### src/hdl/dvog_pkg.sv
// Shared constants and types for the DAC and output-stage volume register bank.
// Assumes one register clock and an APB master with 32-bit data.
package dvog_pkg;

	// ****************************************************************
	// Register map: index constants, byte address is four times index
	// ****************************************************************
	localparam int unsigned IDX_W = 8;
	localparam int unsigned APB_ADDR_W = 10;
	localparam int unsigned APB_DATA_W = 32;
	localparam int unsigned REG_W = 8;
	localparam int unsigned CODE_W = 7;
	localparam int unsigned ATTEN_W = 10;
	localparam logic [IDX_W-1:0] IDX_LEFT_DAC_VOL = 8'h2B;
	localparam logic [IDX_W-1:0] IDX_RIGHT_DAC_VOL = 8'h2C;
	localparam logic [IDX_W-1:0] IDX_LINE2_HP_GAIN = 8'h2D;
	localparam logic [IDX_W-1:0] IDX_VOL_CTRL = 8'h30;
	localparam logic [IDX_W-1:0] IDX_VOL_STATUS = 8'h31;

	// ****************************************************************
	// Reset values and field positions
	// ****************************************************************
	localparam logic [REG_W-1:0] RST_DAC_VOL = 8'h80;
	localparam logic [REG_W-1:0] RST_PATH_GAIN = 8'h00;
	localparam logic [REG_W-1:0] RST_VOL_CTRL = 8'h00;
	localparam int unsigned MUTE_BIT = 7;
	localparam int unsigned ROUTE_BIT = 7;
	localparam int unsigned LINK_LSB = 0;
	localparam int unsigned STEP_LSB = 2;
	localparam logic [CODE_W-1:0] DAC_CODE_MAX = 7'h7F;

	// ****************************************************************
	// Output-stage code table breakpoints
	// ****************************************************************
	localparam logic [CODE_W-1:0] SEG_LINEAR_LAST = 7'h24;
	localparam logic [CODE_W-1:0] SEG_OFFSET_LAST = 7'h46;
	localparam logic [CODE_W-1:0] SEG_TAIL_FIRST = 7'h47;
	localparam logic [CODE_W-1:0] OUT_MUTE_FIRST = 7'h76;
	localparam logic [ATTEN_W-1:0] ATTEN_STEP = 10'h005;
	localparam logic [ATTEN_W-1:0] ATTEN_MUTED = 10'h3FF;
	localparam logic [ATTEN_W-1:0] ATTEN_FLOOR = 10'h30F;
	localparam int unsigned MAX_DEST_PER_SOURCE = 7;

	typedef enum logic [1:0] {
		LINK_INDEP = 2'b00,
		LINK_L_FOLLOWS_R = 2'b01,
		LINK_R_FOLLOWS_L = 2'b10,
		LINK_INDEP_ALT = 2'b11
	} dvog_link_t;

	typedef enum logic [1:0] {
		STEP_EVERY_FS = 2'b00,
		STEP_EVERY_2FS = 2'b01,
		STEP_OFF = 2'b10,
		STEP_RSVD = 2'b11
	} dvog_step_t;

	typedef enum logic {
		APB_IDLE = 1'b0,
		APB_ANSWER = 1'b1
	} dvog_apb_state_t;

	typedef struct packed {
		logic mute;
		logic [CODE_W-1:0] atten;
	} dvog_dac_gain_t;

	typedef struct packed {
		logic route;
		logic mute;
		logic [ATTEN_W-1:0] atten;
	} dvog_path_gain_t;

	function automatic logic [APB_ADDR_W-1:0] byte_addr(
		input logic [IDX_W-1:0] idx);
		byte_addr = {idx, 2'b00};
	endfunction

endpackage

### src/hdl/dvog_gain_decode.sv
// Output-stage gain decoder: 7-bit code to attenuation in tenths of a dB.
// Assumes the code and route inputs come from logic on the same clock.
`timescale 1ns/1ps
`default_nettype none
module dvog_gain_decode (
	input wire logic ref_clk,
	input wire logic reset_n,
	input wire logic route,
	input wire logic [dvog_pkg::CODE_W-1:0] code,
	output dvog_pkg::dvog_path_gain_t path_reg
);
	import dvog_pkg::*;

	// ****************************************************************
	// Irregular tail of the table, codes 71 to 117
	// ****************************************************************
	localparam logic [ATTEN_W-1:0] TAIL [0:46] = '{
		10'd357, 10'd361, 10'd367, 10'd371, 10'd377, 10'd382, 10'd387,
		10'd392, 10'd397, 10'd402, 10'd407, 10'd412, 10'd417, 10'd422,
		10'd427, 10'd432, 10'd438, 10'd443, 10'd448, 10'd452, 10'd458,
		10'd462, 10'd467, 10'd474, 10'd479, 10'd482, 10'd487, 10'd493,
		10'd500, 10'd503, 10'd510, 10'd514, 10'd518, 10'd522, 10'd527,
		10'd537, 10'd542, 10'd553, 10'd567, 10'd583, 10'd602, 10'd627,
		10'd643, 10'd662, 10'd687, 10'd722, 10'd783};

	// Most of the range is a plain half-dB ladder, so only the tail needs
	// a table; this keeps the decoder small.
	function automatic logic [ATTEN_W-1:0] tenths(
		input logic [CODE_W-1:0] c);
		logic [ATTEN_W-1:0] wide;
		logic [CODE_W-1:0] idx;
		wide = {3'b000, c};
		idx = c - SEG_TAIL_FIRST;
		if (c >= OUT_MUTE_FIRST) begin
			tenths = ATTEN_MUTED;
		end else if (c <= SEG_LINEAR_LAST) begin
			tenths = ATTEN_W'(wide * ATTEN_STEP);
		end else if (c <= SEG_OFFSET_LAST) begin
			tenths = ATTEN_W'(wide * ATTEN_STEP + 10'd1);
		end else begin
			tenths = TAIL[idx[5:0]];
		end
	endfunction

	always_ff @(posedge ref_clk or negedge reset_n) begin
		if (!reset_n) begin
			path_reg <= '0;
		end else begin
			path_reg.route <= route;
			path_reg.mute <= (code >= OUT_MUTE_FIRST);
			path_reg.atten <= tenths(code);
		end
	end

endmodule
`default_nettype wire

### src/hdl/dvog_soft_step.sv
// Soft-step ramp: moves a gain code toward its target one code per tick or per second tick.
// Assumes tick is a one-cycle sample-rate pulse on the same clock.
`timescale 1ns/1ps
`default_nettype none
module dvog_soft_step (
	input wire logic ref_clk,
	input wire logic reset_n,
	input wire logic [dvog_pkg::CODE_W-1:0] target,
	input wire dvog_pkg::dvog_step_t mode,
	input wire logic tick,
	output logic [dvog_pkg::CODE_W-1:0] level_reg,
	output logic busy_reg
);
	import dvog_pkg::*;

	logic half_reg;
	logic stepNow;
	logic [CODE_W-1:0] level_next;

	always_ff @(posedge ref_clk or negedge reset_n) begin
		if (!reset_n) begin
			half_reg <= 1'b0;
		end else if (tick) begin
			half_reg <= ~half_reg;
		end
	end

	assign stepNow = tick && ((mode == STEP_EVERY_FS) ||
		((mode == STEP_EVERY_2FS) && half_reg));

	always_comb begin
		level_next = level_reg;
		// The reserved code behaves as stepping off so a bad write cannot
		// freeze the gain.
		if ((mode == STEP_OFF) || (mode == STEP_RSVD)) begin
			level_next = target;
		end else if (stepNow && (level_reg < target)) begin
			level_next = level_reg + 7'h01;
		end else if (stepNow && (level_reg > target)) begin
			level_next = level_reg - 7'h01;
		end
	end

	always_ff @(posedge ref_clk or negedge reset_n) begin
		if (!reset_n) begin
			level_reg <= RST_PATH_GAIN[CODE_W-1:0];
			busy_reg <= 1'b0;
		end else begin
			level_reg <= level_next;
			busy_reg <= (level_next != target);
		end
	end

endmodule
`default_nettype wire

### src/hdl/dvog_volume_regs.sv
// DAC digital volume and output-stage gain register bank on an APB slave.
// Assumes sampleTick is a one-cycle pulse at the sample rate on ref_clk.
//
// Functional notes
// Left DAC bit 7 mutes; resets to one.
// Left DAC code: half-dB cut, resets zero.
// Right DAC bit 7 mutes; resets to one.
// Right DAC code: half-dB cut, resets zero.
// Output path volume spans 0 to -78 dB.
// Up to seven controls per output-stage signal.
// Output code table roughly half-dB, coarser end.
// Output codes 118 to 127 mute completely.
// Routing bit 7 connects line2 left to headphone.
// Routing bits 6..0 use shared output table.
// Link field: left follows right, or reverse.
// Soft-step gains per fs or per 2fs.
// Mute overrides code; stored code stays readable.
`timescale 1ns/1ps
`default_nettype none
module dvog_volume_regs #(
	parameter int unsigned ADDR_W = dvog_pkg::APB_ADDR_W,
	parameter int unsigned DEST_COUNT = 1
) (
	input wire logic ref_clk,
	input wire logic reset_n,
	input wire logic psel,
	input wire logic penable,
	input wire logic pwrite,
	input wire logic [ADDR_W-1:0] paddr,
	input wire logic [dvog_pkg::APB_DATA_W-1:0] pwdata,
	output logic [dvog_pkg::APB_DATA_W-1:0] prdata,
	output logic pready,
	output logic pslverr,
	input wire logic sampleTick,
	output dvog_pkg::dvog_dac_gain_t dacLeftOut,
	output dvog_pkg::dvog_dac_gain_t dacRightOut,
	output dvog_pkg::dvog_path_gain_t line2HpOut
);
	import dvog_pkg::*;

	// ****************************************************************
	// Elaboration checks
	// ****************************************************************
	generate
		if (ADDR_W < APB_ADDR_W) begin : gAddrCheck
			$error("ADDR_W too narrow for the register map");
		end
		// A source may feed at most seven independent volume controls.
		if ((DEST_COUNT < 1) || (DEST_COUNT > MAX_DEST_PER_SOURCE)) begin
			: gDestCheck
			$error("DEST_COUNT must lie between 1 and 7");
		end
	endgenerate

	// ****************************************************************
	// Declarations
	// ****************************************************************
	logic [REG_W-1:0] leftVol_reg;
	logic [REG_W-1:0] rightVol_reg;
	logic [REG_W-1:0] line2Hp_reg;
	logic [REG_W-1:0] volCtrl_reg;
	dvog_apb_state_t apbState_reg;
	logic [APB_DATA_W-1:0] prdata_reg;
	logic pready_reg;
	logic pslverr_reg;
	dvog_dac_gain_t dacLeft_reg;
	dvog_dac_gain_t dacRight_reg;
	logic addrHit;
	logic [REG_W-1:0] readByte;
	logic writeNow;
	logic [REG_W-1:0] wrByte;
	dvog_link_t linkMode;
	dvog_step_t stepMode;
	logic [REG_W-1:0] effLeft;
	logic [REG_W-1:0] effRight;
	logic [CODE_W-1:0] stepLevel;
	logic stepBusy;
	logic [REG_W-1:0] statusByte;

	assign wrByte = pwdata[REG_W-1:0];
	assign linkMode = dvog_link_t'(volCtrl_reg[LINK_LSB +: 2]);
	assign stepMode = dvog_step_t'(volCtrl_reg[STEP_LSB +: 2]);
	assign statusByte = {5'h00, dacRight_reg.mute, dacLeft_reg.mute,
		stepBusy};

	// ****************************************************************
	// Address decode and read mux
	// ****************************************************************
	always_comb begin
		addrHit = 1'b1;
		readByte = 8'h00;
		if (paddr == ADDR_W'(byte_addr(IDX_LEFT_DAC_VOL))) begin
			readByte = leftVol_reg;
		end else if (paddr == ADDR_W'(byte_addr(IDX_RIGHT_DAC_VOL))) begin
			readByte = rightVol_reg;
		end else if (paddr == ADDR_W'(byte_addr(IDX_LINE2_HP_GAIN))) begin
			readByte = line2Hp_reg;
		end else if (paddr == ADDR_W'(byte_addr(IDX_VOL_CTRL))) begin
			readByte = volCtrl_reg;
		end else if (paddr == ADDR_W'(byte_addr(IDX_VOL_STATUS))) begin
			readByte = statusByte;
		end else begin
			addrHit = 1'b0;
		end
	end

	// ****************************************************************
	// APB slave: one wait state, answer registered
	// ****************************************************************
	// The answer is registered so every bus output leaves a flip-flop;
	// the cost is one wait state on every transfer.
	always_ff @(posedge ref_clk or negedge reset_n) begin
		if (!reset_n) begin
			apbState_reg <= APB_IDLE;
			pready_reg <= 1'b0;
			pslverr_reg <= 1'b0;
			prdata_reg <= '0;
		end else begin
			case (apbState_reg)
				APB_IDLE: begin
					if (psel && penable) begin
						apbState_reg <= APB_ANSWER;
						pready_reg <= 1'b1;
						pslverr_reg <= ~addrHit;
						prdata_reg <= pwrite ? '0 :
							{{(APB_DATA_W-REG_W){1'b0}}, readByte};
					end
				end
				APB_ANSWER: begin
					apbState_reg <= APB_IDLE;
					pready_reg <= 1'b0;
					pslverr_reg <= 1'b0;
					prdata_reg <= '0;
				end
				default: begin
					apbState_reg <= APB_IDLE;
					pready_reg <= 1'b0;
				end
			endcase
		end
	end

	assign writeNow = (apbState_reg == APB_ANSWER) && psel && penable &&
		pwrite;
	assign prdata = prdata_reg;
	assign pready = pready_reg;
	assign pslverr = pslverr_reg;

	// ****************************************************************
	// Register storage
	// ****************************************************************
	always_ff @(posedge ref_clk or negedge reset_n) begin
		if (!reset_n) begin
			leftVol_reg <= RST_DAC_VOL;
		end else if (writeNow &&
			paddr == ADDR_W'(byte_addr(IDX_LEFT_DAC_VOL))) begin
			leftVol_reg <= wrByte;
		end
	end

	always_ff @(posedge ref_clk or negedge reset_n) begin
		if (!reset_n) begin
			rightVol_reg <= RST_DAC_VOL;
		end else if (writeNow &&
			paddr == ADDR_W'(byte_addr(IDX_RIGHT_DAC_VOL))) begin
			rightVol_reg <= wrByte;
		end
	end

	always_ff @(posedge ref_clk or negedge reset_n) begin
		if (!reset_n) begin
			line2Hp_reg <= RST_PATH_GAIN;
		end else if (writeNow &&
			paddr == ADDR_W'(byte_addr(IDX_LINE2_HP_GAIN))) begin
			line2Hp_reg <= wrByte;
		end
	end

	always_ff @(posedge ref_clk or negedge reset_n) begin
		if (!reset_n) begin
			volCtrl_reg <= RST_VOL_CTRL;
		end else if (writeNow &&
			paddr == ADDR_W'(byte_addr(IDX_VOL_CTRL))) begin
			volCtrl_reg <= {4'h0, wrByte[STEP_LSB +: 2], wrByte[LINK_LSB +: 2]};
		end
	end

	// ****************************************************************
	// DAC digital volume with channel link
	// ****************************************************************
	always_comb begin
		effLeft = leftVol_reg;
		effRight = rightVol_reg;
		if (linkMode == LINK_L_FOLLOWS_R) begin
			effLeft = rightVol_reg;
		end else if (linkMode == LINK_R_FOLLOWS_L) begin
			effRight = leftVol_reg;
		end
	end

	// Muting forces full cut on the scaler side only; the register keeps
	// the code so software can restore the level by clearing the mute.
	always_ff @(posedge ref_clk or negedge reset_n) begin
		if (!reset_n) begin
			dacLeft_reg <= '{mute: RST_DAC_VOL[MUTE_BIT], atten: DAC_CODE_MAX};
		end else begin
			dacLeft_reg.mute <= effLeft[MUTE_BIT];
			dacLeft_reg.atten <= effLeft[MUTE_BIT] ? DAC_CODE_MAX :
				effLeft[CODE_W-1:0];
		end
	end

	always_ff @(posedge ref_clk or negedge reset_n) begin
		if (!reset_n) begin
			dacRight_reg <= '{mute: RST_DAC_VOL[MUTE_BIT], atten: DAC_CODE_MAX};
		end else begin
			dacRight_reg.mute <= effRight[MUTE_BIT];
			dacRight_reg.atten <= effRight[MUTE_BIT] ? DAC_CODE_MAX :
				effRight[CODE_W-1:0];
		end
	end

	assign dacLeftOut = dacLeft_reg;
	assign dacRightOut = dacRight_reg;

	// ****************************************************************
	// Output-stage path: line input 2 left into headphone left
	// ****************************************************************
	// The ramp and decoder pair is the unit that is replicated once per
	// destination of a source; this bank carries the first of them.
	dvog_soft_step uStep (
		.ref_clk(ref_clk),
		.reset_n(reset_n),
		.target(line2Hp_reg[CODE_W-1:0]),
		.mode(stepMode),
		.tick(sampleTick),
		.level_reg(stepLevel),
		.busy_reg(stepBusy)
	);

	dvog_gain_decode uDecode (
		.ref_clk(ref_clk),
		.reset_n(reset_n),
		.route(line2Hp_reg[ROUTE_BIT]),
		.code(stepLevel),
		.path_reg(line2HpOut)
	);
endmodule
`default_nettype wire

### config.mk
export PLATFORM = sky130hd
export DESIGN_NAME = dvog_volume_regs
export DESIGN_NICKNAME = d
export VERILOG_FILES = /design/src/hdl/dvog_pkg.sv /design/src/hdl/dvog_gain_decode.sv /design/src/hdl/dvog_soft_step.sv /design/src/hdl/dvog_volume_regs.sv
export SDC_FILE = /design/constraint.sdc
export NUM_CORES = 1
export LEC_CHECK = 0
export ABC_AREA = 1
export BUFFER_PORTS_ARGS = -buffer_cell sky130_fd_sc_hd__buf_2
export CORE_ASPECT_RATIO = 2
export CORE_MARGIN = 10
export CORE_UTILIZATION = 45
export DETAILED_ROUTE_END_ITERATION = 10
export GPL_TIMING_DRIVEN = 0
export PLACE_DENSITY = 0.73
export SETUP_SLACK_MARGIN = 0.02
export SYNTH_ARGS = -nofsm -noshare
export SYNTH_HDL_FRONTEND = slang
export SYNTH_SLANG_ARGS = --single-unit
### constraint.sdc
create_clock -name ref_clk -period 2.9 [get_ports ref_clk]
set_input_delay 0.725 -clock ref_clk [delete_from_list [all_inputs] [get_ports ref_clk]]
set_output_delay 0.725 -clock ref_clk [all_outputs]
set_load 0.05 [all_outputs]
Word level (Yosys, flattened, before mapping)

Memory sizes are Yosys's and may differ from the RTL's.
Index checks and enable logic that the tools add are counted.

Memories kept: 1
Register bits: 100
ROM bits: 640
Word-level logic and storage cells: 93
Input port bits: 48
Output and inout bits: 62

Memories:

| name            | words | width | rd ports | clocked after memory_dff | wr ports | line                   | text |
|---|---|---|---|---|---|---|---|
| (no name shown) | 64    | 10    | 1        | 0                        | 0        | dvog_gain_decode.sv:41 | `tenths = TAIL[idx[5:0]];` |

Bitwise logic cells: 4
Equal/unequal tests: 12
$add $sub $neg: 4
Multiply operators: 1
Magnitude comparators: 6
Reduce and logical (&&, ||, !) cells: 15
Mux-type cells: 32

Operator list:

| operator                | count |
|---|---|
| $pmux W32 S2            | 1 |
| $mux W8                 | 7 |
| $eq A10 B8 Y1 const B   | 5 |
| $mux W10                | 5 |
| $mux W7                 | 5 |
| $mux W32                | 1 |
| $ge A7 B7 Y1 const B    | 2 |
| $logic_and A1 B1 Y1     | 12 |
| $add A10 B1 Y10 const B | 1 |
| $mul A7 B3 Y10 const B  | 1 |
| $mux W1                 | 8 |
| $add A7 B1 Y7 const B   | 1 |
| $gt A7 B7 Y1            | 1 |
| $le A7 B6 Y1 const B    | 1 |
| $le A7 B7 Y1 const B    | 1 |
| $lt A7 B7 Y1            | 1 |
| $ne A7 B7 Y1            | 1 |
| $not A6 Y7              | 1 |
| $sub A7 B1 Y7 const B   | 1 |
| $eq A2 B2 Y1 const B    | 3 |
| $pmux W1 S2             | 3 |
| $sub A6 B3 Y6 const B   | 1 |
| $eq A2 B1 Y1 const B    | 2 |
| $mux W4                 | 1 |
| 5 further kinds         | 8 |

Logic depth before layout (Yosys ltp)

Gate-level depths: netlist of the first run.

Depth after elaboration: 9
Depth in mapped cells: 18
Mapped depth without buffers: 16

Cells and area by module

Synthesis of the first run repeated with hierarchy kept, for this count alone.

Cell total of the unflattened synthesis: 861
Area, all modules: 6,100.9 um^2

By module, submodules not included:

| module           | instances | cells each | area an instance (um^2) | sequential area each (um^2) |
|---|---|---|---|---|
| dvog_volume_regs | 1         | 338        | 2,877.8                 | 1,398.8 |
| dvog_gain_decode | 1         | 330        | 2,025.7                 | 300.3 |
| dvog_soft_step   | 1         | 193        | 1,197.4                 | 225.2 |

Worst setup path before layout of the first run

No wires, ideal clock.

Path type: reg-to-reg
From: register uStep.level_reg[1] in the netlist's numbering
To: register uDecode.path_reg[8] in the netlist's numbering
Arrival: 2.316 ns
Buffers on the path: 0
Cell stages (with the launch flop): 15
Library setup time: 0.119 ns
Required time: 2.781 ns
Path slack: 0.465 ns
Period minus slack after synthesis: 2.435 ns
Path through: dfrtp_1 ha_1 ha_1 fa_1 inv_1 nor2_1 nand2_1 nor2_1 nand2_1 nand2_1 nand2_1 nand2_1 o21ai_0 nand2_1 nand2_1

Longest elaborated chain between the ends: 8
Elaborated cells between the ends (all ways): 13
Classes of those cells: add/sub (2); mul (1); order compare (3); mux (5); bitwise (1); memory (1)

RTL lines:

| item                                                                   | line                   | text |
|---|---|---|
| from (decl)                                                            | dvog_soft_step.sv:11   | `output logic [dvog_pkg::CODE_W-1:0] level_reg,` |
| from (signal assigned)                                                 | dvog_soft_step.sv:46   | `level_reg <= RST_PATH_GAIN[CODE_W-1:0];` |
| from (signal assigned)                                                 | dvog_soft_step.sv:49   | `level_reg <= level_next;` |
| parallel branches: the longest is 7 deep, another holds $mul A7 B3 Y10 | n/a                    |  |
| $mux W10 (*)                                                           | dvog_gain_decode.sv:34 | `if (c >= OUT_MUTE_FIRST) begin` |
| to (decl)                                                              | dvog_gain_decode.sv:10 | `output dvog_pkg::dvog_path_gain_t path_reg` |

Mark *: on every way between the ends. The select of a mux whose other input is x is not followed.
A chain may end at the register's enable or synchronous reset.

Worst setup path in the final report of the first run

From: register line2Hp_reg[6]
To: register uStep.busy_reg

Longest elaborated chain between the ends: 6
Elaborated cells between the ends (all ways): 8
Classes of those cells: order compare (2); eq/ne (1); mux (3); reduce/logical (2)

RTL lines:

| item                   | line                    | text |
|---|---|---|
| from (decl)            | dvog_volume_regs.sv:60  | `logic [REG_W-1:0] line2Hp_reg;` |
| from (signal assigned) | dvog_volume_regs.sv:175 | `line2Hp_reg <= wrByte;` |
| $gt A7 B7 Y1           | dvog_soft_step.sv:39    | `end else if (stepNow && (level_reg > target)) begin` |
| $logic_and A1 B1 Y1    | dvog_soft_step.sv:39    |  |
| $mux W7                | dvog_soft_step.sv:39    |  |
| $mux W7                | dvog_soft_step.sv:37    | `end else if (stepNow && (level_reg < target)) begin` |
| $mux W7                | dvog_soft_step.sv:35    | `if ((mode == STEP_OFF) \|\| (mode == STEP_RSVD)) begin` |
| $ne A7 B7 Y1 (*)       | dvog_soft_step.sv:50    | `busy_reg <= (level_next != target);` |
| to (signal assigned)   | dvog_soft_step.sv:50    |  |
| to (decl)              | dvog_soft_step.sv:12    | `output logic busy_reg` |

Mark *: on every way between the ends. The rest lies on a longest branch, timed or not.

==> summary.txt, run 1 <==
first-pass GRT wire length -> 27.08 mm
Arrival @ worst endpoint -> 2.93 ns
chip width -> 97.83 um
Slew HR -> 24.55%
post-synthesis sequential area ratio -> 35.30%
I/O Pins -> 110
Post-Route WL -> 16.93 mm
worst skew pair latency -> 0.34 ns
Clock Tree Root -> clkbuf_16
hold slack final -> 0.3086 ns
CP max FO -> 7
synthesized area per cell -> 7.407 um2
Chip Height -> 175.7 um
via count -> 5,323
clock-pin slew on the worst setup and hold paths -> 0.06 ns
# setup viols final -> 0
EDFF count, synth -> 0
Syn. warnings -> 0
RSZ-0062 raised after global routing -> no
met1 GRT Util -> 16.65%
Core Box Area -> 0.01177 mm2
drt pass-1 iters -> 5
M3 GR Usage -> 3.263%
Post-synth top cells -> nand2_1, inv_1, nand3_1
GRT Max-Usage Layer -> met2
Worst Hold Class -> in2async
CTS max path bufs -> 2
CTS tree -> built
# nets final -> 911
GRT overflow -> 0
grt met2 use -> 38.76%
H-tree depth -> 3
port bufs -> 61
# DRC -> 0
max reg flops -> 12
fin. max-slew vios -> 0
share of layout cells above drive strength 1 -> 19.95%
Cells after Synth -> 736
Iter 0 DRT Violations -> 285
GR Util All Layers -> 19.62%
count leader, synth -> nand2_1
Fin Setup TNS -> 0 ns
Seq cells post-synth -> 76
Area Overhead vs Synth -> 16.39%
initial antenna violation count -> 0
Slew @ Worst Pin -> 1.123 ns
number of CTS-inserted buffers -> 9
period utilization -> 93.97%
clk_skew -> 0.004291 ns
Main synth FF type -> dfrtp_1
# Post-CTS Setup Buffers -> 0
status -> finished, final reports clean
Routability Congestion -> 0.9818
Die ar. -> 0.01718 mm2
worst endpoint required time -> 3.10 ns
Pleak -> 3.183 nW
Synth cell types -> 44
Rows -> 56
routed len/inst -> 17.24 um
Tmin final -> 2.725 ns
Final Hold Vio Count -> 0
vias per inst -> 5.421
Mapped Area -> 0.005451 mm2
Sink Count -> 76
max-capacitance violation count -> 0
post-synth top area share -> 26.62%
Peak VDD IR -> 0.0006255 V
Inserted Diodes -> 0
r2r worst-path depth -> 12
vias in the first global route -> 5,293
Synth area leader -> dfrtp_1
Worst setup EP type -> flop
async set-reset flop share out of synthesis -> 100.0%
Initial Utilization -> 46.31%
largest net degree at the start of global routing -> 48
synth top area cells -> dfrtp_1, nand2_1, dfstp_2, ha_1, nand3_1
post-DP HPWL -> 13.56 mm
WS Path Type -> reg2reg
Worst setup SP type -> flop
Power Density -> 1065 mW/mm2
antenna-violating nets left -> 0
Fmax -> 0.3669 GHz
## routing by layer
metal	routed length, um	part of all wire [%]
met1	5304	31
met2	9668	57
met3	734	4.3
met4	1227	7.2
met5	0	0
## layout make-up
| cell class | instances | area, um2 |
|---|---|---|
| clock inverters | 7 | 55.05 |
| inverters | 87 | 327.8 |
| well taps | 145 | 181.4 |
| plain buffers | 45 | 311.5 |
| multi-input cells | 551 | 2982 |
| repair buffers | 62 | 335.3 |
| fillers | 1174 | 5426 |
| flip-flops and latches | 76 | 1927 |
| clock buffers | 9 | 225.2 |
## repair_timing
action | CTS | global route
resized for setup | 0 | 5
setup endpoints to repair | 0 | 6
hold endpoints to repair | 0 | 0
hold buffers | 0 | 0
## power by group
group | switching (W) | internal [W]
clock network | 0.000486 | 0.000593
registers | 0.000154 | 0.00122
logic | 0.00289 | 0.00142
total | 0.00353 | 0.00323
## path summary, 6_finish.rpt
check | from | slack [ns] | end
max | line2Hp_reg[6]$_DFFE_PN0P_ | 0.17 | uStep.busy_reg$_DFF_PN0_
min | reset_n | 0.31 | prdata[2]$_DFFE_PN0P_
max reg2reg | line2Hp_reg[6]$_DFFE_PN0P_ | 0.17 | uStep.busy_reg$_DFF_PN0_
min reg2reg | line2Hp_reg[7]$_DFFE_PN0P_ | 0.43 | uDecode.path_reg[11]$_DFF_PN0_
max in group asynchronous | reset_n | 1.98 | dacLeftOut[7]$_DFF_PN1_
min in group ref_clk | line2Hp_reg[7]$_DFFE_PN0P_ | 0.43 | uDecode.path_reg[11]$_DFF_PN0_
## critical path: stages, from the launching register on
cell and delay [ns]:
dfrtp_1 0.43, inv_1 0.10, ha_1 0.31, nand2_1 0.16
inv_1 0.06, a21oi_1 0.33, nand2_1 0.15, nor2_1 0.40
a21oi_1 0.18, nand3_1 0.15, nand3_1 0.08, nor2_1 0.10
nand3_1 0.12
## through the flow
stage / power [W] / setup slack (ns) / util (%) / area [um2] / std cells
2_1_floorplan: 0.004570 / 0.4649 / - / 5538 / 759
3_3_place_gp: 0.005540 / 0.1344 / 51.18 / 6025 / 965
3_5_place_dp: 0.005597 / 0.08959 / 51.43 / 6055 / 966
4_1_cts: 0.006686 / 0.07334 / 53.82 / 6335 / 982
5_1_grt: 0.007358 / 0.01436 / 53.90 / 6345 / 982
6_report: 0.006758 / 0.1747 / 53.90 / 6345 / 982
## placed cells by master (no fill, tap or decap), types with 3 or more instances in the layout
master	Yosys	final
inv_2	8	8
o211ai_1	23	23
or2_2	3	3
a21oi_1	27	27
buf_2	6	66
buf_4	28	29
nor3_1	5	5
clkinv_1	3	3
o21ai_1	9	9
a31oi_1	7	7
clkbuf_16	0	9
nand4_1	15	15
clkbuf_1	7	7
nor2_1	43	41
a221oi_1	4	4
dfrtp_1	58	56
xor2_1	11	11
conb_1	1	24
inv_1	75	75
inv_4	0	3
nand2_2	6	6
nand2_1	188	188
dfstp_2	18	18
o21ai_0	56	56
ha_1	30	30
buf_6	4	4
nand3_1	72	72
## kinds of logic (layout without fill, tap and decap cells)
family / Yosys count / count (layout) / synth area share [%]
xor gates and xnor gates: 14 / 14 / 3.075
AOI/OAI and AO/OA: 139 / 139 / 14.94
adders and majority gates: 31 / 31 / 7.253
buffers and inverters: 132 / 210 / 11.73
other: 1 / 24 / 0.06879
DFF: 76 / 76 / 35.30
and+or+nand+nor: 343 / 343 / 27.63
Note: power is estimated with default switching activity, not from simulation.
==> run 2: changes to the inputs <==
--- a/config.mk
+++ b/config.mk
@@ -7,12 +7,14 @@
 export LEC_CHECK = 0
 export ABC_AREA = 1
 export BUFFER_PORTS_ARGS = -buffer_cell sky130_fd_sc_hd__buf_2
+export CAP_MARGIN = 20
 export CORE_ASPECT_RATIO = 2
 export CORE_MARGIN = 10
 export CORE_UTILIZATION = 45
 export DETAILED_ROUTE_END_ITERATION = 10
 export GPL_TIMING_DRIVEN = 0
-export PLACE_DENSITY = 0.73
+export MAX_ROUTING_LAYER = met4
+export PLACE_DENSITY_LB_ADDON = 0.15
 export SETUP_SLACK_MARGIN = 0.02
 export SYNTH_ARGS = -nofsm -noshare
 export SYNTH_HDL_FRONTEND = slang
==> summary.txt, run 2 (synthesis results as in run 1) <==
Fin Setup TNS -> 0 ns (unchanged)
CP max FO -> 7 (unchanged)
Power Density -> 1083 mW/mm2 (+1.7%)
status -> finished, final reports clean
Die ar. -> 0.01718 mm2 (unchanged)
post-DP HPWL -> 14.28 mm (+5.3%)
Sink Count -> 76 (unchanged)
fill count -> 1,148 (-2.2%)
first-pass GRT wire length -> 28.10 mm (+3.7%)
fin. max-slew vios -> 0 (unchanged)
max-capacitance violation count -> 0 (unchanged)
Post-Route Utilization -> 54.17% (+0.27 points)
Inserted Diodes -> 0 (unchanged)
# DRC -> 0 (unchanged)
largest net degree at the start of global routing -> 75 (+56%)
max reg flops -> 12 (unchanged)
Slew HR -> 39.45% (+15 points)
Worst setup SP type -> flop
vias in the first global route -> 5,466 (+3.3%)
most frequent cells in the layout -> nand2_1, inv_1, nand3_1
CTS max path bufs -> 2 (unchanged)
Post-Route WL -> 17.82 mm (+5.2%)
RSZ-0062 raised after global routing -> no
Fmax -> 0.3668 GHz (about the same)
Final Hold Vio Count -> 0 (unchanged)
clock-pin slew on the worst setup and hold paths -> 0.06 ns (about the same)
H-tree depth -> 3 (unchanged)
Peak VDD IR -> 0.0007167 V (+15%)
Rows -> 56 (unchanged)
Chip Height -> 175.7 um (unchanged)
Max stage delay on crit path -> 0.50 ns (+0.07 ns)
Tmin final -> 2.726 ns (+0.001141 ns)
I/O Pins -> 110 (unchanged)
via count -> 5,347 (+0.45%)
Pleak -> 3.205 nW (+0.69%)
clk_skew -> 0.006096 ns (+0.001805 ns)
port bufs -> 61 (unchanged)
vias per inst -> 5.445 (+0.45%)
Worst Hold Class -> in2async
Initial Utilization -> 46.31% (unchanged)
Slew @ Worst Pin -> 0.9013 ns (-0.2219 ns)
r2r worst-path depth -> 14 (+2)
Worst setup EP type -> flop
share of layout cells above drive strength 1 -> 19.59% (-0.36 points)
# setup viols final -> 0 (unchanged)
Area Overhead vs Synth -> 16.96%
worst endpoint required time -> 3.12 ns (+0.02 ns)
Core Box Area -> 0.01177 mm2 (unchanged)
CTS tree -> built
chip width -> 97.83 um (unchanged)
number of CTS-inserted buffers -> 9 (unchanged)
routed len/inst -> 18.15 um (+5.2%)
Iter 0 DRT Violations -> 256 (-10%)
initial antenna violation count -> 0 (unchanged)
# Post-CTS Setup Buffers -> 0 (unchanged)
cell repeated most along the worst path -> nand2_1
antenna-violating nets left -> 0 (unchanged)
Arrival @ worst endpoint -> 2.94 ns (about the same)
worst skew pair latency -> 0.34 ns (about the same)
Crit-path slowest cell -> dfrtp_1
Clock Tree Root -> clkbuf_16
GR Util All Layers -> 20.84% (+1.2 points)
GRT overflow -> 0 (unchanged)
period utilization -> 94.01% (about the same)
WS Path Type -> reg2reg
# nets final -> 911 (unchanged)
Routability Congestion -> 0.9234 (-5.9%)
commonest non-fill, non-tap cell in the layout -> nand2_1
crit path cell chain -> inv_1, ha_1, nand2_1, inv_1, a21oi_1, nand2_1, nor2_1, nand2_1, nand2_1, nand2_1, nand4_1, nand2_1, nor2_1, nand3_1
drt pass-1 iters -> 7 (+2)
[run 2: cell types whose count changed in the layout (fill, tap and decap cells not counted), sizes merged]
cell / delta
clkbuf: +2
clkinvlp: -1
inv: -1
[run 2: worst max-delay path: cells and delay by family (launching register included)]
| family | cells | cell delay, ns |
|---|---|---|
| simple gates | 10 | 1.31 |
| flops | 1 | 0.50 |
| fa+ha+maj | 1 | 0.32 |
| compound gates | 1 | 0.30 |
| buf+inv | 2 | 0.17 |
[run 2: timing repair]
item | CTS | global route
hold buffers | 0 | 0
resized for setup | 0 | 2
setup endpoints to repair | 0 | 5
[run 2: path summary, 6_finish.rpt]
check / from / to / slack [ns]
min in group ref_clk: line2Hp_reg[7]$_DFFE_PN0P_ / uDecode.path_reg[11]$_DFF_PN0_ / 0.44
worst max-delay path: line2Hp_reg[6]$_DFFE_PN0P_ / uStep.busy_reg$_DFF_PN0_ / 0.17
worst max register to register: line2Hp_reg[6]$_DFFE_PN0P_ / uStep.busy_reg$_DFF_PN0_ / 0.17
max in group asynchronous: reset_n / dacLeftOut[1]$_DFF_PN1_ / 2.11
worst min-delay path: reset_n / uStep.level_reg[0]$_DFF_PN0_ / 0.17
worst min register to register: line2Hp_reg[7]$_DFFE_PN0P_ / uDecode.path_reg[11]$_DFF_PN0_ / 0.44
[run 2: stage by stage]
stage	power [W]	hold WS, ns	setup slack [ns]	cell area, um2	instances
finish	0.006904	0.1731	0.1736	6376	982
global route	0.007406	0.1718	0.02513	6376	982
CTS	0.006850	0.1711	0.06206	6374	982
detailed placement	0.005643	0.4301	0.09841	6055	966
global placement	0.005584	0.4137	0.1446	6025	965
floorplan	0.004570	0.3741	0.4649	5538	759
[run 2: cell type report]
cell class              count  area [um2]  share of cell area [%]
inverters                  87       327.8                   5.141
multi-input cells         551        2974                   46.64
plain buffers              45       311.5                   4.886
flip-flops and latches     76        1927                   30.22
clock buffers              11       275.3                   4.317
well taps                 145       181.4                   2.845
repair buffers             62       335.3                   5.259
clock inverters             5       43.79                  0.6868
[run 2: power breakdown]
group / internal, W / total [W] / switching (W)
logic: 0.00141 / 0.00434 / 0.00293
registers: 0.00122 / 0.00138 / 0.000160
clock network: 0.000700 / 0.00119 / 0.000488
total: 0.00333 / 0.00690 / 0.00358
[run 2: metal layers]
metal / up-vias / part of all wire (%) / GRT usage, %
li1: 2600 / - / -
met4: 0 / 7.6 / 15.83
met3: 74 / 3.2 / 2.516
met5: - / 0 / -
met2: 183 / 57 / 40.19
met1: 2490 / 33 / 17.24
==> run 3: changes to the inputs <==
--- a/config.mk
+++ b/config.mk
@@ -10,7 +10,7 @@
 export CAP_MARGIN = 20
 export CORE_ASPECT_RATIO = 2
 export CORE_MARGIN = 10
-export CORE_UTILIZATION = 45
+export CORE_UTILIZATION = 57
 export DETAILED_ROUTE_END_ITERATION = 10
 export GPL_TIMING_DRIVEN = 0
 export MAX_ROUTING_LAYER = met4
@@ -18,4 +18,5 @@
 export SETUP_SLACK_MARGIN = 0.02
 export SYNTH_ARGS = -nofsm -noshare
 export SYNTH_HDL_FRONTEND = slang
+export SYNTH_HIERARCHICAL = 1
 export SYNTH_SLANG_ARGS = --single-unit
==> summary.txt, run 3 <==
Mapped Area -> 0.006101 mm2 (+12%)
fin. max-slew vios -> 0 (unchanged)
Core Box Area -> 0.01048 mm2 (-11%)
# setup viols final -> 0 (unchanged)
drt pass-1 iters -> 5 (-2)
chip width -> 93.16 um (-4.8%)
M3 GR Usage -> 3.033% (+0.52 points)
Iter 0 DRT Violations -> 269 (+5.1%)
CTS max path bufs -> 2 (unchanged)
Syn. warnings -> 6 (+6)
grt met2 use -> 46.37% (+6.2 points)
Area Overhead vs Synth -> 14.60%
# DRC -> 0 (unchanged)
count leader, synth -> nand2_1
Arrival @ worst endpoint -> 2.80 ns (-0.14 ns)
I/O Pins -> 110 (unchanged)
H-tree depth -> 3 (unchanged)
worst skew pair latency -> 0.34 ns (about the same)
WS Path Type -> reg2reg
Largest delay share family, worst path -> adder cells
Finished Layout Cells -> 1,099 (+12%)
Pleak -> 3.830 nW (+20%)
cell repeated most along the worst path -> nand2_1
Routability Congestion -> 1.003 (+8.6%)
share of layout cells above drive strength 1 -> 23.18% (+3.6 points)
Max stage delay on crit path -> 0.53 ns (+0.03 ns)
first-pass GRT wire length -> 29.61 mm (+5.4%)
GR Util All Layers -> 24.91% (+4.1 points)
GRT overflow -> 0 (unchanged)
post-synth top area share -> 23.79% (-2.8 points)
async set-reset flop share out of synthesis -> 100.0% (unchanged)
first element of the critical path -> uStep/level_reg[3]$_DFF_PN0_
Post-Route WL -> 18.30 mm (+2.7%)
Crit-path slowest cell -> dfrtp_2
Cells after Synth -> 861 (+17%)
Worst setup SP type -> flop
Clock Tree Root -> clkbuf_16
Worst Hold Class -> in2async
initial antenna violation count -> 0 (unchanged)
Tmin final -> 2.539 ns (-0.1876 ns)
Final Hold Vio Count -> 0 (unchanged)
CP max FO -> 15 (+8)
Seq cells post-synth -> 76 (unchanged)
post-synthesis sequential area ratio -> 31.54% (-3.8 points)
via count -> 5,886 (+10%)
Slew @ Worst Pin -> 0.5391 ns (-0.3621 ns)
Slew HR -> 64.06% (+25 points)
port bufs -> 61 (unchanged)
max-capacitance violation count -> 0 (unchanged)
Die ar. -> 0.01549 mm2 (-9.8%)
WP buf/inv -> 3 (+1)
max reg flops -> 12 (unchanged)
Sink Count -> 76 (unchanged)
commonest non-fill, non-tap cell in the layout -> nand2_1
Sequential Area -> 0.001929 mm2 (+0.13%)
total power -> 0.007145 W (+3.5%)
# nets final -> 1,038 (+14%)
Fin Setup TNS -> 0 ns (unchanged)
worst endpoint required time -> 3.16 ns (+0.04 ns)
Power Density -> 1022 mW/mm2 (-5.6%)
RSZ-0062 raised after global routing -> no
beginning of the worst register-to-register path -> uStep/level_reg[3]$_DFF_PN0_
Main synth FF type -> dfrtp_1
synthesized area per cell -> 7.086 um2 (-4.3%)
synth top area cells -> dfrtp_1, nand2_1, nand3_1, dfstp_2, ha_1
Synth area leader -> dfrtp_1
status -> finished, final reports clean
vias per inst -> 5.356 (-1.6%)
fill count -> 982 (-14%)
Post-synth top cells -> nand2_1, nand3_1, inv_1
Peak VDD IR -> 0.0005363 V (-25%)
hold buffers post-CTS -> 0 (unchanged)
Multi-input gate area -> 0.003516 mm2 (+18%)
EDFF count, synth -> 0 (unchanged)
Worst setup EP type -> flop
clock-pin slew on the worst setup and hold paths -> 0.06 ns (about the same)
clk_skew -> 0.008520 ns (+0.002424 ns)
Chip Height -> 166.3 um (-5.3%)
CTS tree -> built
GRT Max-Usage Layer -> met2
Rows -> 53 (-5.4%)
number of CTS-inserted buffers -> 9 (unchanged)
crit path cell chain -> ha_1, ha_1, inv_1, fa_1, inv_1, nand3_1, nand2_1, nand2_1, nand2_1, inv_1, nor2_1, nand2_1, nand2_1, nand2_1, a21oi_1
Fmax -> 0.3939 GHz (+7.4%)
Synth cell types -> 41 (-6.8%)
# placed instances -> 1,083 (+12%)
Inserted Diodes -> 0 (unchanged)
Design Area, Final -> 0.006992 mm2 (+9.7%)
vias in the first global route -> 5,948 (+8.8%)
Area after DPL -> 0.006694 mm2 (+11%)
routed len/inst -> 16.65 um (-8.2%)
post-DP HPWL -> 14.92 mm (+4.5%)
largest net degree at the start of global routing -> 70 (-6.7%)
R2R Setup Slk -> 0.36 ns (+0.19 ns)
period utilization -> 87.54% (-6.5 points)
Initial Utilization -> 58.23% (+12 points)
hold slack final -> 0.2127 ns (+0.03962 ns)
antenna-violating nets left -> 0 (unchanged)
most frequent cells in the layout -> nand2_1, nand3_1, inv_1
met1 GRT Util -> 20.24% (+3.0 points)
-- run 3: cell families after synthesis --
logic type                 count (synthesis)  share of synthesized area (%)
and+or+nand+nor                          503                          38.66
buffers and inverters                    151                          12.24
AOI/OAI and AO/OA                         91                          9.742
DFF                                       76                          31.54
adders and majority gates                 33                          6.891
xor gates and xnor gates                   6                         0.8614
other                                      1                        0.06147
-- run 3: metal layers --
layer,vias to the layer above,routed length (um),part of all wire [%]
met2,189,10380,57
met3,93,609,3.3
met1,2675,5567,30
li1,2929,-,-
met4,0,1744,9.5
met5,-,0,0
-- run 3: final cells by class --
type / instances / area share (%)
clock buffers: 10 / 3.275
plain buffers: 42 / 4.778
clock inverters: 6 / 0.9127
repair buffers: 62 / 4.796
well taps: 137 / 2.452
multi-input cells: 657 / 50.29
inverters: 109 / 5.906
flip-flops and latches: 76 / 27.59
-- run 3: power by group --
group | leakage (nW) | switching, W | internal (W)
combinational | 2.75 | 0.00305 | 0.00149
sequential | 0.943 | 0.000259 | 0.00123
clock | 0.139 | 0.000445 | 0.000666
-- run 3: timing repair --
action,CTS,global route
setup endpoints to repair,0,5
endpoints found under the hold margin,0,0
gates resized for setup,0,4
buffers inserted,0,0
-- run 3: per-stage QoR --
step | worst slack (ns) | util [%]
detailed placement | 0.1262 | 63.89
global route | 0.07911 | 66.73
CTS | 0.1064 | 66.68
floorplan | 0.5191 | -
finish | 0.3612 | 66.73
global placement | 0.1388 | 63.60
-- run 3: worst register-to-register path, delay by kind of cell (launching register included) --
| family | cells | cell delay (ns) |
|---|---|---|
| adder cells (fa/ha/maj) | 3 | 0.90 |
| AND/OR/NAND/NOR | 8 | 0.70 |
| flip-flops | 1 | 0.53 |
| buffers and inverters | 3 | 0.22 |
| AO/OA/AOI/OAI | 1 | 0.11 |
-- run 3: path summary, 6_finish.rpt --
kind,endpoint,cells after the start
setup / recovery,uDecode/path_reg[9]$_DFF_PN0_,15
hold / removal,leftVol_reg[6]$_DFFE_PN0P_,1
hold reg to reg,pready$_DFFE_PN0P_,2
setup reg to reg,uDecode/path_reg[9]$_DFF_PN0_,15
max in group asynchronous,dacLeftOut[3]$_DFF_PN1_,2
min in group ref_clk,pready$_DFFE_PN0P_,2
